File: src/hw/ebc_pkg.sv
// Shared constants and types of the external bus area controller
package ebc_pkg;
	localparam int AW    = 24;
	localparam int DW    = 16;
	localparam int RW    = 8;
	localparam int AREAS = 8;
	localparam int NMST  = 3;

	// Register indexes; byte address is four times the index
	localparam logic [15:0] IDX_AREA_SEL = 16'hff5f;
	localparam logic [15:0] IDX_BUS_WID  = 16'hffec;
	localparam logic [15:0] IDX_ACC_LEN  = 16'hffed;
	localparam logic [15:0] IDX_WAIT_CFG = 16'hffee;
	localparam logic [15:0] IDX_WAIT_ENA = 16'hffef;
	localparam logic [15:0] IDX_BUS_REL  = 16'hfff3;

	localparam logic [7:0] RST_AREA_SEL = 8'h0f;
	localparam logic [7:0] ABW_ALL_8    = 8'hff;
	localparam logic [7:0] ABW_ALL_16   = 8'h00;
	localparam logic [7:0] RST_ACC_LEN  = 8'hff;
	localparam logic [7:0] RST_WAIT_CFG = 8'hf3;
	localparam logic [7:0] RST_WAIT_ENA = 8'hff;
	localparam logic [7:0] RST_BUS_REL  = 8'hfe;
	localparam logic [7:0] BYTE_ZERO    = 8'h00;
	localparam logic [3:0] RSVD_ONES    = 4'hf;

	// Wait scheme field codes
	localparam logic [1:0] WS_PROG = 2'h0;
	localparam logic [1:0] WS_NONE = 2'h1;
	localparam logic [1:0] WS_PIN1 = 2'h2;
	localparam logic [1:0] WS_AUTO = 2'h3;
	localparam logic [1:0] WCNT_ZERO = 2'h0;
	localparam logic [1:0] WCNT_ONE  = 2'h1;

	localparam int AREA_LSB_1M  = 17;
	localparam int AREA_LSB_16M = 21;
	localparam int FIXED_SEL    = 4;
	localparam int PERMIT_BIT   = 0;

	localparam logic [2:0] MODE_2 = 3'h2;
	localparam logic [2:0] MODE_3 = 3'h3;
	localparam logic [2:0] MODE_4 = 3'h4;
	localparam logic [2:0] MODE_5 = 3'h5;
	localparam logic [2:0] MODE_6 = 3'h6;

	localparam int M_CPU  = 0;
	localparam int M_DMA  = 1;
	localparam int M_RFSH = 2;

	localparam logic [2:0] INIT_FIRE = 3'h3;
	localparam logic [1:0] AXI_OKAY   = 2'h0;
	localparam logic [1:0] AXI_SLVERR = 2'h2;

	typedef enum logic [6:0] {
		S_IDLE = 7'h01,
		S_GNT  = 7'h02,
		S_T1   = 7'h04,
		S_T2   = 7'h08,
		S_TW   = 7'h10,
		S_T3   = 7'h20,
		S_REL  = 7'h40
	} ebc_state_t;
endpackage : ebc_pkg

File: src/hw/ebc_ctrl.sv
// External bus area controller: areas, waits, arbiter, AXI4-Lite registers
//
// How it works
// - Address space splits into eight areas, each with own settings.
// - Area size is 128 kbytes in 1-Mbyte modes, 2 Mbytes otherwise.
// - Each area has its own active-low select strobe during its accesses.
// - Each area may be an 8-bit or a 16-bit data bus region.
// - Each area may use two-state or three-state bus cycles.
// - Four wait schemes: programmable, pin auto-wait, pin wait modes 0 and 1.
// - Zero to three wait states may be inserted without any pin request.
// - Arbiter gives the bus to at most one of CPU, DMA, refresh, external.
// - Address strobe is low while a valid address is driven.
// - Read strobe is low during any external read cycle.
// - Upper write strobe is low while valid data sits on upper lanes.
// - Lower write strobe is low while valid data sits on lower lanes.
// - Wait pin low stretches accesses to three-state areas.
// - Bus request pin answered by acknowledge once the bus is released.
// - All width bits one gives 8-bit bus mode, upper lanes only.
// - Any width bit zero gives 16-bit bus mode, all lanes.
// - Reset or hardware standby load width reg per mode; software standby keeps it.
// - Width bit zero means 16-bit area, one means 8-bit area.
// - Length bit zero means two states, one (reset) means three states.
// - Wait count field picks zero to three waits, three after reset.
// - Cleared wait enable bit puts that area in pin wait mode zero.
// - Bus release starts only while release permit bit is one.
//
// Chosen here: the AXI4-Lite register port.
`timescale 1ns/100ps
`default_nettype none
module ebc_ctrl (
	input  wire logic                CLK_I,
	input  wire logic                RST_N_I,
	input  wire logic [2:0]          MODE_I,
	input  wire logic                HW_STBY_N_I,
	input  wire logic [2:0]          MST_REQ_I,
	output logic      [2:0]          MST_GNT_O,
	input  wire logic [23:0]         ACC_ADDR_I,
	input  wire logic                ACC_WR_I,
	input  wire logic [1:0]          ACC_BE_I,
	input  wire logic [15:0]         ACC_WDATA_I,
	output logic                     ACC_DONE_O,
	output logic      [15:0]         ACC_RDATA_O,
	output logic      [23:0]         EXT_ADDR_O,
	output logic                     EXT_OE_O,
	output logic      [15:0]         DATA_O,
	output logic                     DATA_OE_O,
	input  wire logic [15:0]         DATA_I,
	output logic      [7:0]          AREA_SEL_N_O,
	output logic                     ADDR_STROBE_N_O,
	output logic                     READ_STROBE_N_O,
	output logic                     UPPER_WRITE_STROBE_N_O,
	output logic                     LOWER_WRITE_STROBE_N_O,
	input  wire logic                WAIT_N_I,
	input  wire logic                BUS_REQUEST_IN_N_I,
	output logic                     BUS_ACK_N_O,
	output logic                     BUS8_MODE_O,
	input  wire logic [31:0]         S_AXI_AWADDR_I,
	input  wire logic                S_AXI_AWVALID_I,
	output logic                     S_AXI_AWREADY_O,
	input  wire logic [31:0]         S_AXI_WDATA_I,
	input  wire logic [3:0]          S_AXI_WSTRB_I,
	input  wire logic                S_AXI_WVALID_I,
	output logic                     S_AXI_WREADY_O,
	output logic      [1:0]          S_AXI_BRESP_O,
	output logic                     S_AXI_BVALID_O,
	input  wire logic                S_AXI_BREADY_I,
	input  wire logic [31:0]         S_AXI_ARADDR_I,
	input  wire logic                S_AXI_ARVALID_I,
	output logic                     S_AXI_ARREADY_O,
	output logic      [31:0]         S_AXI_RDATA_O,
	output logic      [1:0]          S_AXI_RRESP_O,
	output logic                     S_AXI_RVALID_O,
	input  wire logic                S_AXI_RREADY_I
);

	// ****************************************
	// Reset release and pin synchronisers
	// ****************************************
	logic [1:0]  rst_sync_reg;
	logic        rst_n;
	logic [21:0] pin_s1_reg;
	logic [21:0] pin_s2_reg;
	logic [15:0] data_s;
	logic        wait_low;
	logic        bus_request_in_low;
	logic        stby;
	logic [2:0]  mode_s;

	always_ff @(posedge CLK_I or negedge RST_N_I)
		if (!RST_N_I)
			rst_sync_reg <= '0;
		else
			rst_sync_reg <= {rst_sync_reg[0], 1'b1};
	assign rst_n = rst_sync_reg[1];

	always_ff @(posedge CLK_I or negedge rst_n)
		if (!rst_n)
		begin
			pin_s1_reg <= '1;
			pin_s2_reg <= '1;
		end
		else
		begin
			pin_s1_reg <= {DATA_I, WAIT_N_I, BUS_REQUEST_IN_N_I, HW_STBY_N_I, MODE_I};
			pin_s2_reg <= pin_s1_reg;
		end
	assign {data_s, wait_low, bus_request_in_low, stby, mode_s} =
		{pin_s2_reg[21:6], ~pin_s2_reg[5], ~pin_s2_reg[4], ~pin_s2_reg[3], pin_s2_reg[2:0]};

	// ****************************************
	// Mode capture after reset release
	// ****************************************
	logic [2:0] init_sh_reg;
	logic [2:0] mode_reg;
	logic       init_load;
	logic       mode16;
	logic       addr_en_mode;

	always_ff @(posedge CLK_I or negedge rst_n)
		if (!rst_n)
			init_sh_reg <= '0;
		else
			init_sh_reg <= {init_sh_reg[1:0], 1'b1};

	// Straps are read only once the synchronisers hold them
	assign init_load = (init_sh_reg == ebc_pkg::INIT_FIRE) | stby;

	always_ff @(posedge CLK_I or negedge rst_n)
		if (!rst_n)
			mode_reg <= '0;
		else if (init_load)
			mode_reg <= mode_s;

	assign mode16 = (mode_reg == ebc_pkg::MODE_3) | (mode_reg == ebc_pkg::MODE_4) |
		(mode_reg == ebc_pkg::MODE_5) | (mode_reg == ebc_pkg::MODE_6);
	assign addr_en_mode = (mode_reg == ebc_pkg::MODE_3) | (mode_reg == ebc_pkg::MODE_4) |
		(mode_reg == ebc_pkg::MODE_6);

	// ****************************************
	// AXI4-Lite slave
	// ****************************************
	logic [31:0] aw_addr_reg;
	logic [7:0]  w_byte_reg;
	logic        w_lane0_reg;
	logic        aw_got_reg;
	logic        w_got_reg;
	logic        wr_do;
	logic [31:0] rd_val;

	function automatic logic at(input logic [31:0] a, input logic [15:0] idx);
		at = (a == {14'h0000, idx, 2'h0});
	endfunction : at

	function automatic logic mapped(input logic [31:0] a);
		mapped = at(a, ebc_pkg::IDX_AREA_SEL) | at(a, ebc_pkg::IDX_BUS_WID) |
			at(a, ebc_pkg::IDX_ACC_LEN) | at(a, ebc_pkg::IDX_WAIT_CFG) |
			at(a, ebc_pkg::IDX_WAIT_ENA) | at(a, ebc_pkg::IDX_BUS_REL);
	endfunction : mapped

	assign wr_do = aw_got_reg & w_got_reg & !S_AXI_BVALID_O;

	// One write in flight; ready returns only after the response is taken
	always_ff @(posedge CLK_I or negedge rst_n)
		if (!rst_n)
		begin
			S_AXI_AWREADY_O <= 1'b1;
			S_AXI_WREADY_O  <= 1'b1;
			S_AXI_BVALID_O  <= 1'b0;
			S_AXI_BRESP_O   <= ebc_pkg::AXI_OKAY;
			aw_got_reg      <= 1'b0;
			w_got_reg       <= 1'b0;
			aw_addr_reg     <= '0;
			w_byte_reg      <= '0;
			w_lane0_reg     <= 1'b0;
		end
		else
		begin
			if (S_AXI_AWVALID_I & S_AXI_AWREADY_O)
			begin
				aw_addr_reg     <= S_AXI_AWADDR_I;
				aw_got_reg      <= 1'b1;
				S_AXI_AWREADY_O <= 1'b0;
			end
			if (S_AXI_WVALID_I & S_AXI_WREADY_O)
			begin
				w_byte_reg     <= S_AXI_WDATA_I[7:0];
				w_lane0_reg    <= S_AXI_WSTRB_I[0];
				w_got_reg      <= 1'b1;
				S_AXI_WREADY_O <= 1'b0;
			end
			if (wr_do)
			begin
				aw_got_reg     <= 1'b0;
				w_got_reg      <= 1'b0;
				S_AXI_BVALID_O <= 1'b1;
				S_AXI_BRESP_O  <= mapped(aw_addr_reg) ? ebc_pkg::AXI_OKAY : ebc_pkg::AXI_SLVERR;
			end
			else if (S_AXI_BVALID_O & S_AXI_BREADY_I)
			begin
				S_AXI_BVALID_O  <= 1'b0;
				S_AXI_AWREADY_O <= 1'b1;
				S_AXI_WREADY_O  <= 1'b1;
			end
		end

	always_ff @(posedge CLK_I or negedge rst_n)
		if (!rst_n)
		begin
			S_AXI_ARREADY_O <= 1'b1;
			S_AXI_RVALID_O  <= 1'b0;
			S_AXI_RDATA_O   <= '0;
			S_AXI_RRESP_O   <= ebc_pkg::AXI_OKAY;
		end
		else if (S_AXI_ARVALID_I & S_AXI_ARREADY_O)
		begin
			S_AXI_ARREADY_O <= 1'b0;
			S_AXI_RVALID_O  <= 1'b1;
			S_AXI_RDATA_O   <= rd_val;
			S_AXI_RRESP_O   <= mapped(S_AXI_ARADDR_I) ? ebc_pkg::AXI_OKAY : ebc_pkg::AXI_SLVERR;
		end
		else if (S_AXI_RVALID_O & S_AXI_RREADY_I)
		begin
			S_AXI_ARREADY_O <= 1'b1;
			S_AXI_RVALID_O  <= 1'b0;
		end

	// ****************************************
	// Configuration registers
	// ****************************************
	logic [7:0] area_select_output_enable_reg;
	logic [7:0] area_bus_width_reg;
	logic [7:0] area_access_length_reg;
	logic [7:0] wait_configuration_reg;
	logic [7:0] wait_control_enable_reg;
	logic [7:0] bus_release_control_reg;
	logic [1:0] wait_scheme_field;
	logic [1:0] wait_count_field;
	logic       release_permit_bit;
	logic       wr_lane;

	assign wr_lane = wr_do & w_lane0_reg;
	assign wait_scheme_field  = wait_configuration_reg[3:2];
	assign wait_count_field   = wait_configuration_reg[1:0];
	assign release_permit_bit = bus_release_control_reg[ebc_pkg::PERMIT_BIT];

	always_ff @(posedge CLK_I or negedge rst_n)
		if (!rst_n)
		begin
			area_select_output_enable_reg <= ebc_pkg::RST_AREA_SEL;
			area_bus_width_reg            <= ebc_pkg::ABW_ALL_8;
			area_access_length_reg        <= ebc_pkg::RST_ACC_LEN;
			wait_configuration_reg        <= ebc_pkg::RST_WAIT_CFG;
			wait_control_enable_reg       <= ebc_pkg::RST_WAIT_ENA;
			bus_release_control_reg       <= ebc_pkg::RST_BUS_REL;
		end
		else if (init_load)
		begin
			// Software standby is not an input here, so nothing else reloads
			area_bus_width_reg <= ((mode_s == ebc_pkg::MODE_2) | (mode_s == ebc_pkg::MODE_4)) ?
				ebc_pkg::ABW_ALL_16 : ebc_pkg::ABW_ALL_8;
			area_select_output_enable_reg <= ebc_pkg::RST_AREA_SEL;
			area_access_length_reg        <= ebc_pkg::RST_ACC_LEN;
			wait_configuration_reg        <= ebc_pkg::RST_WAIT_CFG;
			wait_control_enable_reg       <= ebc_pkg::RST_WAIT_ENA;
			bus_release_control_reg       <= ebc_pkg::RST_BUS_REL;
		end
		else if (wr_lane)
		begin
			if (at(aw_addr_reg, ebc_pkg::IDX_AREA_SEL))
				area_select_output_enable_reg <= {w_byte_reg[7:4], ebc_pkg::RSVD_ONES};
			else if (at(aw_addr_reg, ebc_pkg::IDX_BUS_WID))
				area_bus_width_reg <= w_byte_reg;
			else if (at(aw_addr_reg, ebc_pkg::IDX_ACC_LEN))
				area_access_length_reg <= w_byte_reg;
			else if (at(aw_addr_reg, ebc_pkg::IDX_WAIT_CFG))
				wait_configuration_reg <= {ebc_pkg::RSVD_ONES, w_byte_reg[3:0]};
			else if (at(aw_addr_reg, ebc_pkg::IDX_WAIT_ENA))
				wait_control_enable_reg <= w_byte_reg;
			else if (at(aw_addr_reg, ebc_pkg::IDX_BUS_REL))
				bus_release_control_reg <= {addr_en_mode ? w_byte_reg[7:5] : bus_release_control_reg[7:5],
					ebc_pkg::RSVD_ONES, w_byte_reg[0]};
		end

	always_comb
	begin
		rd_val = '0;
		if (at(S_AXI_ARADDR_I, ebc_pkg::IDX_AREA_SEL))
			rd_val[7:0] = area_select_output_enable_reg;
		else if (at(S_AXI_ARADDR_I, ebc_pkg::IDX_BUS_WID))
			rd_val[7:0] = area_bus_width_reg;
		else if (at(S_AXI_ARADDR_I, ebc_pkg::IDX_ACC_LEN))
			rd_val[7:0] = area_access_length_reg;
		else if (at(S_AXI_ARADDR_I, ebc_pkg::IDX_WAIT_CFG))
			rd_val[7:0] = wait_configuration_reg;
		else if (at(S_AXI_ARADDR_I, ebc_pkg::IDX_WAIT_ENA))
			rd_val[7:0] = wait_control_enable_reg;
		else if (at(S_AXI_ARADDR_I, ebc_pkg::IDX_BUS_REL))
			rd_val[7:0] = bus_release_control_reg;
	end

	// ****************************************
	// Area decode and bus cycle sequencer
	// ****************************************
	ebc_pkg::ebc_state_t st_reg, st_next;
	logic [23:0] lat_addr_reg;
	logic        lat_wr_reg;
	logic [1:0]  lat_be_reg;
	logic [15:0] lat_wdata_reg;
	logic [23:0] cur_addr;
	logic        cur_wr;
	logic [1:0]  cur_be;
	logic [15:0] cur_wdata;
	logic        done_due_reg;
	logic        rd_cap_reg;
	logic        rd_hi_reg;
	logic        rd_nar_reg;
	logic [2:0]  area;
	logic        narrow;
	logic        three;
	logic        pin_hold;
	logic        need_prog;
	logic        fin;
	logic [1:0]  wcnt_reg, wcnt_next;
	logic        hi_reg, hi_next;
	logic        pend_reg, pend_next;
	logic [2:0]  gnt_next;
	logic [7:0]  sel_en;

	assign cur_addr = (st_reg == ebc_pkg::S_GNT) ? ACC_ADDR_I : lat_addr_reg;
	assign cur_wr   = (st_reg == ebc_pkg::S_GNT) ? ACC_WR_I : lat_wr_reg;
	assign cur_be   = (st_reg == ebc_pkg::S_GNT) ? ACC_BE_I : lat_be_reg;
	assign cur_wdata = (st_reg == ebc_pkg::S_GNT) ? ACC_WDATA_I : lat_wdata_reg;
	assign area     = mode16 ? cur_addr[ebc_pkg::AREA_LSB_16M +: 3] : cur_addr[ebc_pkg::AREA_LSB_1M +: 3];
	assign narrow   = area_bus_width_reg[area];
	assign three    = area_access_length_reg[area];
	// Wait enable off falls back to pin wait mode zero
	assign pin_hold = !wait_control_enable_reg[area] | (wait_scheme_field == ebc_pkg::WS_PIN1);
	assign need_prog = wait_control_enable_reg[area] & (wait_count_field != ebc_pkg::WCNT_ZERO) &
		((wait_scheme_field == ebc_pkg::WS_PROG) | (wait_scheme_field == ebc_pkg::WS_PIN1) |
		((wait_scheme_field == ebc_pkg::WS_AUTO) & wait_low));
	assign fin = ((st_reg == ebc_pkg::S_T2) & !three) | (st_reg == ebc_pkg::S_T3);

	always_comb
	begin
		st_next   = st_reg;
		wcnt_next = wcnt_reg;
		hi_next   = hi_reg;
		pend_next = pend_reg;
		gnt_next  = MST_GNT_O;
		case (st_reg)
			ebc_pkg::S_IDLE:
			begin
				gnt_next = '0;
				// Grant stands until read data has crossed the synchroniser
				if (done_due_reg)
					gnt_next = MST_GNT_O;
				else if (stby)
					st_next = ebc_pkg::S_IDLE;
				else if (release_permit_bit & bus_request_in_low)
					st_next = ebc_pkg::S_REL;
				else if (|MST_REQ_I & !ACC_DONE_O)
				begin
					st_next = ebc_pkg::S_GNT;
					// Fixed priority: refresh, then DMA, then CPU
					if (MST_REQ_I[ebc_pkg::M_RFSH])
						gnt_next[ebc_pkg::M_RFSH] = 1'b1;
					else if (MST_REQ_I[ebc_pkg::M_DMA])
						gnt_next[ebc_pkg::M_DMA] = 1'b1;
					else
						gnt_next[ebc_pkg::M_CPU] = 1'b1;
				end
			end
			ebc_pkg::S_GNT:
			begin
				st_next   = ebc_pkg::S_T1;
				hi_next   = ACC_BE_I[1];
				pend_next = narrow & (&ACC_BE_I);
			end
			ebc_pkg::S_T1:
				st_next = ebc_pkg::S_T2;
			ebc_pkg::S_T2:
				if (three)
				begin
					if (need_prog | (pin_hold & wait_low))
					begin
						st_next   = ebc_pkg::S_TW;
						wcnt_next = need_prog ? wait_count_field - ebc_pkg::WCNT_ONE : ebc_pkg::WCNT_ZERO;
					end
					else
						st_next = ebc_pkg::S_T3;
				end
			ebc_pkg::S_TW:
				if (wcnt_reg != ebc_pkg::WCNT_ZERO)
					wcnt_next = wcnt_reg - ebc_pkg::WCNT_ONE;
				else if (!(pin_hold & wait_low))
					st_next = ebc_pkg::S_T3;
			ebc_pkg::S_REL:
				if (!bus_request_in_low)
					st_next = ebc_pkg::S_IDLE;
			default:
				st_next = ebc_pkg::S_IDLE;
		endcase
		// Word to an 8-bit area takes a second cycle for the odd byte
		if (fin & pend_reg)
		begin
			st_next   = ebc_pkg::S_T1;
			hi_next   = 1'b0;
			pend_next = 1'b0;
		end
		else if (fin)
			st_next = ebc_pkg::S_IDLE;
	end

	always_ff @(posedge CLK_I or negedge rst_n)
		if (!rst_n)
		begin
			st_reg    <= ebc_pkg::S_IDLE;
			wcnt_reg  <= ebc_pkg::WCNT_ZERO;
			hi_reg    <= 1'b0;
			pend_reg  <= 1'b0;
			MST_GNT_O <= '0;
		end
		else
		begin
			st_reg    <= st_next;
			wcnt_reg  <= wcnt_next;
			hi_reg    <= hi_next;
			pend_reg  <= pend_next;
			MST_GNT_O <= gnt_next;
		end

	always_ff @(posedge CLK_I or negedge rst_n)
		if (!rst_n)
		begin
			lat_addr_reg  <= '0;
			lat_wr_reg    <= 1'b0;
			lat_be_reg    <= '0;
			lat_wdata_reg <= '0;
		end
		else if (st_reg == ebc_pkg::S_GNT)
		begin
			lat_addr_reg  <= ACC_ADDR_I;
			lat_wr_reg    <= ACC_WR_I;
			lat_be_reg    <= ACC_BE_I;
			lat_wdata_reg <= ACC_WDATA_I;
		end

	// Pin data lags two edges, so capture and done follow the last state by one edge
	always_ff @(posedge CLK_I or negedge rst_n)
		if (!rst_n)
		begin
			done_due_reg <= 1'b0;
			rd_cap_reg   <= 1'b0;
			rd_hi_reg    <= 1'b0;
			rd_nar_reg   <= 1'b0;
			ACC_DONE_O   <= 1'b0;
			ACC_RDATA_O  <= '0;
		end
		else
		begin
			done_due_reg <= fin & !pend_reg;
			rd_cap_reg   <= fin & !lat_wr_reg;
			rd_hi_reg    <= hi_reg;
			rd_nar_reg   <= narrow;
			ACC_DONE_O   <= done_due_reg;
			if (rd_cap_reg & !rd_nar_reg)
				ACC_RDATA_O <= data_s;
			else if (rd_cap_reg & rd_hi_reg)
				ACC_RDATA_O[15:8] <= data_s[15:8];
			else if (rd_cap_reg)
				ACC_RDATA_O[7:0] <= data_s[15:8];
		end

	// ****************************************
	// External pin drivers
	// ****************************************
	logic act;
	logic wstb;

	assign act  = (st_next == ebc_pkg::S_T1) | (st_next == ebc_pkg::S_T2) |
		(st_next == ebc_pkg::S_TW) | (st_next == ebc_pkg::S_T3);
	assign wstb = act & cur_wr & (three ? (st_next != ebc_pkg::S_T1) :
		((st_next == ebc_pkg::S_T1) | (st_next == ebc_pkg::S_T2)));

	// Areas below four always have select outputs
	genvar gi;
	generate
		for (gi = 0; gi < ebc_pkg::AREAS; gi++)
		begin : g_sel
			if (gi < ebc_pkg::FIXED_SEL)
				assign sel_en[gi] = 1'b1;
			else
				assign sel_en[gi] = area_select_output_enable_reg[gi];
		end
	endgenerate

	always_ff @(posedge CLK_I or negedge rst_n)
		if (!rst_n)
		begin
			EXT_ADDR_O             <= '0;
			EXT_OE_O               <= 1'b1;
			DATA_O                 <= '0;
			DATA_OE_O              <= 1'b0;
			AREA_SEL_N_O           <= '1;
			ADDR_STROBE_N_O        <= 1'b1;
			READ_STROBE_N_O        <= 1'b1;
			UPPER_WRITE_STROBE_N_O <= 1'b1;
			LOWER_WRITE_STROBE_N_O <= 1'b1;
			BUS_ACK_N_O            <= 1'b1;
			BUS8_MODE_O            <= 1'b1;
		end
		else
		begin
			EXT_ADDR_O <= {cur_addr[23:1], narrow & !hi_next};
			EXT_OE_O    <= (st_next != ebc_pkg::S_REL);
			BUS_ACK_N_O <= (st_next != ebc_pkg::S_REL);
			DATA_O    <= narrow ? {hi_next ? cur_wdata[15:8] : cur_wdata[7:0], ebc_pkg::BYTE_ZERO} :
				cur_wdata;
			DATA_OE_O <= act & cur_wr;
			AREA_SEL_N_O    <= ~({ebc_pkg::AREAS{act}} & sel_en & (8'h01 << area));
			ADDR_STROBE_N_O <= !act;
			READ_STROBE_N_O <= !(act & !cur_wr);
			UPPER_WRITE_STROBE_N_O <= !(wstb & (narrow | cur_be[1]));
			LOWER_WRITE_STROBE_N_O <= !(wstb & !narrow & cur_be[0]);
			BUS8_MODE_O <= (area_bus_width_reg == ebc_pkg::ABW_ALL_8);
		end
endmodule : ebc_ctrl
`default_nettype wire

File: config.mk
export PLATFORM = sky130hd
export DESIGN_NAME = ebc_ctrl
export DESIGN_NICKNAME = d
export VERILOG_FILES = /design/src/hw/ebc_pkg.sv /design/src/hw/ebc_ctrl.sv
export SDC_FILE = /design/constraint.sdc
export NUM_CORES = 1
export LEC_CHECK = 0
export BUFFER_PORTS_ARGS = -buffer_cell sky130_fd_sc_hd__buf_2
export CAP_MARGIN = 40
export CORE_UTILIZATION = 44
export DETAILED_ROUTE_END_ITERATION = 6
export PLACE_DENSITY = 0.76
export SKIP_LAST_GASP = 1
export SYNTH_ARGS = -nofsm -noshare
export SYNTH_HDL_FRONTEND = slang
export SYNTH_SLANG_ARGS = --single-unit
File: constraint.sdc
create_clock -name CLK_I -period 7.6 [get_ports CLK_I]
set_input_delay 0.38 -clock CLK_I [delete_from_list [all_inputs] [get_ports CLK_I]]
set_output_delay 0.38 -clock CLK_I [all_outputs]
set_load 0.005 [all_outputs]
==> impl_metrics.sql <==
INSERT INTO impl_metrics (metric_group, metric, value, unit) VALUES
('power_and_ir_drop', 'vdd.ir_drop.worst', '0.000257', 'V'),
('power_and_ir_drop', 'switching_power', '1.53', 'mW'),
('logic_synthesis', 'synth_seq_cells', '255', ''),
('grt', 'global_route_wire_length_before_repair', '42500', 'µm'),
('logic_synthesis', 'synth_warnings', '0', ''),
('finish', 'mostFrequentLayoutCells', 'buf_2, nand2_1, dfrtp_1', ''),
('die', 'initial_utilization', '0.451', ''),
('clock_tree', 'insertion_delay', '0.54', 'ns'),
('finish', 'finalNetCount', '1432', ''),
('routing', 'drc_errors', '0', ''),
('power_and_ir_drop', 'netSwitchingFraction', '0.321', ''),
('grt', 'maximum_number_of_pins_on_one_net_before_global_route_repair', '71', ''),
('setup_path', 'critPathRequiredTime', '8.02', 'ns'),
('timing', 'finalSetupTns', '0', 'ns'),
('timing', 'layout_min_cycle_time', '3.91', 'ns'),
('outcome', 'status', 'finished, final reports clean', ''),
('finish', 'final_cells', '1602', ''),
('clock_tree', 'tritoncts_num_sinks', '255', ''),
('timing', 'final_critical_path_share_of_the_clock_period', '0.514', ''),
('power_and_ir_drop', 'power_report.internal_total', '3.23', 'mW'),
('routing', 'number_of_detailed_routing_iterations_run_before_antenna_repair', '5', ''),
('logic_synthesis', 'post_synth_instance_area', '11000', 'µm²'),
('flow_run', 'count_of_maximum_capacitance_violations', '0', ''),
('place', 'post-dp-hpwl', '18900', 'µm'),
('die', 'die_x', '160', 'µm'),
('logic_synthesis', 'post_synth.cell_area_avg', '11.2', 'µm²'),
('timing', 'clock_skew', '0.0165', 'ns'),
('routing', 'wire_per_inst', '16.5', 'µm'),
('timing', 'endpoints_failing_hold', '0', ''),
('grt', 'grt_pass1_vias', '8349', ''),
('grt', 'groute.layer.met1.usage', '0.256', ''),
('power_and_ir_drop', 'fraction_of_power_consumed_by_sequential_logic', '0.427', ''),
('place', 'finalWeightedCongestion', '0.922', ''),
('clock_tree', 'htree_levels', '1', ''),
('timing', 'timing.final.max_slew_violations', '0', ''),
('timing', 'max_clock_freq', '256', 'MHz'),
('power_and_ir_drop', 'power-per-cell-area', '349', 'nW/µm²'),
('logic_synthesis', 'synth_async_sr_flop_share', '1.00', ''),
('worst_hold_path', 'hp-class', 'primary input to register', ''),
('place', 'number_of_buffers_added_on_ports', '237', ''),
('place', 'place.detailed.instances', '1526', ''),
('timing', 'rsz0062_at_grt', 'false', ''),
('grt', 'antenna_found_initial', '2', ''),
('setup_path', 'timing_worst_setup_path_type', 'register to register', ''),
('die', 'design.core.area', '24500', 'µm²'),
('finish', 'synth_to_layout_area_growth', '23.7', '%'),
('power_and_ir_drop', 'power.clock.fraction', '0.289', ''),
('die', 'die_y', '160', 'µm'),
('finish', 'largest_reg_flops', '32', ''),
('finish', 'final_layout_size_suffix_gt1_frac', '0.381', ''),
('clock_tree', 'clk_transition_reported_paths', '0.06', 'ns'),
('routing', 'routed_via_density', '5.19', ''),
('timing', 'worst_pin_slew', '0.848', 'ns'),
('finish', 'utilization_after_layout', '0.558', ''),
('timing', 'max_slew_margin', '0.435', ''),
('setup_path', 'cp_max_fo', '57', ''),
('logic_synthesis', 'synth_cell_type_count', '86', ''),
('die', 'design.die.area', '25700', 'µm²'),
('clock_tree', 'clock_path_buffers', '3', ''),
('grt', 'globalRouteOverflowTotal', '0', ''),
('finish', 'commonest_non_fill_non_tap_cell_in_the_layout', 'buf_2', ''),
('power_and_ir_drop', 'p_leak', '6.38', 'nW'),
('routing', 'drt_first_iter_violations', '592', ''),
('logic_synthesis', 'yosys_most_used_dff', 'dfrtp_1', ''),
('die', 'ios', '292', ''),
('logic_synthesis', 'part_of_the_yosys_area_used_for_sequential_elements', '0.589', ''),
('clock_tree', 'post_cts_buffers', '0', ''),
('logic_synthesis', 'postSynthCellCount', '988', ''),
('die', 'core.rowCount', '57', ''),
('routing', 'postRouteWirelength', '26400', 'µm'),
('setup_path', 'worst-endpoint-arrival', '4.33', 'ns');
==> critical path, stage by stage (launching register included) <==
cell       delay, ns
dfrtp_1         0.41
nor4b_2         0.36
and2_2          0.20
buf_4           0.53
a211oi_1        0.17
nor2_1          0.22
mux4_2          0.53
a2bb2oi_1       0.47
a21o_1          0.52
mux2_4          0.34
==> area by class of cell <==
type                            instances  area, µm²
Multi-Input combinational cell        664       4140
Clock inverter                         13        184
Fill cell                            2067      10800
Antenna cell                            2       5.00
Timing Repair Buffer                  272       1520
Tap cell                              324        405
Clock buffer                           37        763
Sequential cell                       255       6500
Inverter                               35        131
==> cell usage after synthesis (4+ instances only) <==
library cell,instances,area [µm²]
a211oi_1,5,37.5
a21oi_1,44,220
a221oi_1,6,52.6
a31oi_1,12,75.1
and2_1,5,31.3
and3_1,7,43.8
buf_1,4,15.0
buf_4,28,210
buf_6,5,56.3
clkbuf_1,22,82.6
dfrtp_1,164,4100
dfstp_2,91,2390
inv_1,33,124
mux2_2,50,563
mux2_4,8,120
mux2i_1,33,330
nand2_1,176,661
nand2b_1,7,43.8
nand3_1,13,65.1
nand4_1,15,93.8
nor2_1,78,293
nor3_1,16,80.1
nor4_1,6,37.5
o211ai_1,8,60.1
o21ai_0,43,215
o21ai_1,4,20.0
o22ai_1,4,25.0
or2_2,4,25.0
or3_1,9,56.3
==> layer usage <==
| metal | wire (µm) | vias up |
|---|---|---|
| li1 | - | 3915 |
| met1 | 10800 | 4065 |
| met2 | 13200 | 284 |
| met3 | 1550 | 55 |
| met4 | 861 | 0 |
| met5 | 0 | - |
==> power groups by stage <==
stage / logic, mW / registers, mW / clock network (mW)
floorplan: 0.916 / 2.00 / 0
global placement: 1.29 / 2.03 / 0
detailed placement: 1.34 / 2.05 / 0
CTS: 1.36 / 2.03 / 1.40
global route: 1.49 / 2.08 / 1.46
finish: 1.35 / 2.03 / 1.37
==> metrics by stage <==
step	hold slack, ns	area, µm²	setup WS [ns]	total power [mW]
5_1_grt	0.0177	13600	3.55	5.02
6_report	0.0185	13600	3.69	4.76
4_1_cts	0.00111	13600	3.68	4.79
2_1_floorplan	0.0844	11100	0.126	2.92
3_3_place_gp	0.165	12400	3.69	3.32
3_5_place_dp	0.171	12500	3.70	3.39
==> cells by family after synthesis <==
| family | Yosys count | synth area share |
|---|---|---|
| compound gates | 165 | 0.102 |
| xor+xnor | 1 | 0.000794 |
| fa+ha+maj | 2 | 0.00227 |
| buf+inv | 95 | 0.0454 |
| flops | 255 | 0.589 |
| mux | 93 | 0.0949 |
| other cells | 2 | 0.000681 |
| simple gates | 375 | 0.165 |
==> path summary, 6_finish.rpt <==
path / startpoint / to / slack (ns) / cells past startpoint
min in group asynchronous: RST_N_I / rst_sync_reg[1]$_DFF_PN0_ / 0.17 / 2
min: S_AXI_WVALID_I / S_AXI_WREADY_O$_DFF_PN1_ / 0.02 / 2
max: st_reg[2]$_DFF_PN0_ / DATA_O[12]$_DFF_PN0_ / 3.69 / 9
max reg2reg: st_reg[2]$_DFF_PN0_ / DATA_O[12]$_DFF_PN0_ / 3.69 / 9
max in group asynchronous: rst_sync_reg[1]$_DFF_PN0_ / MST_GNT_O[1]$_DFFE_PN0P_ / 5.30 / 3
min reg2reg: rst_sync_reg[0]$_DFF_PN0_ / rst_sync_reg[1]$_DFF_PN0_ / 0.35 / 0
Note: power is estimated with default switching activity, not from simulation.
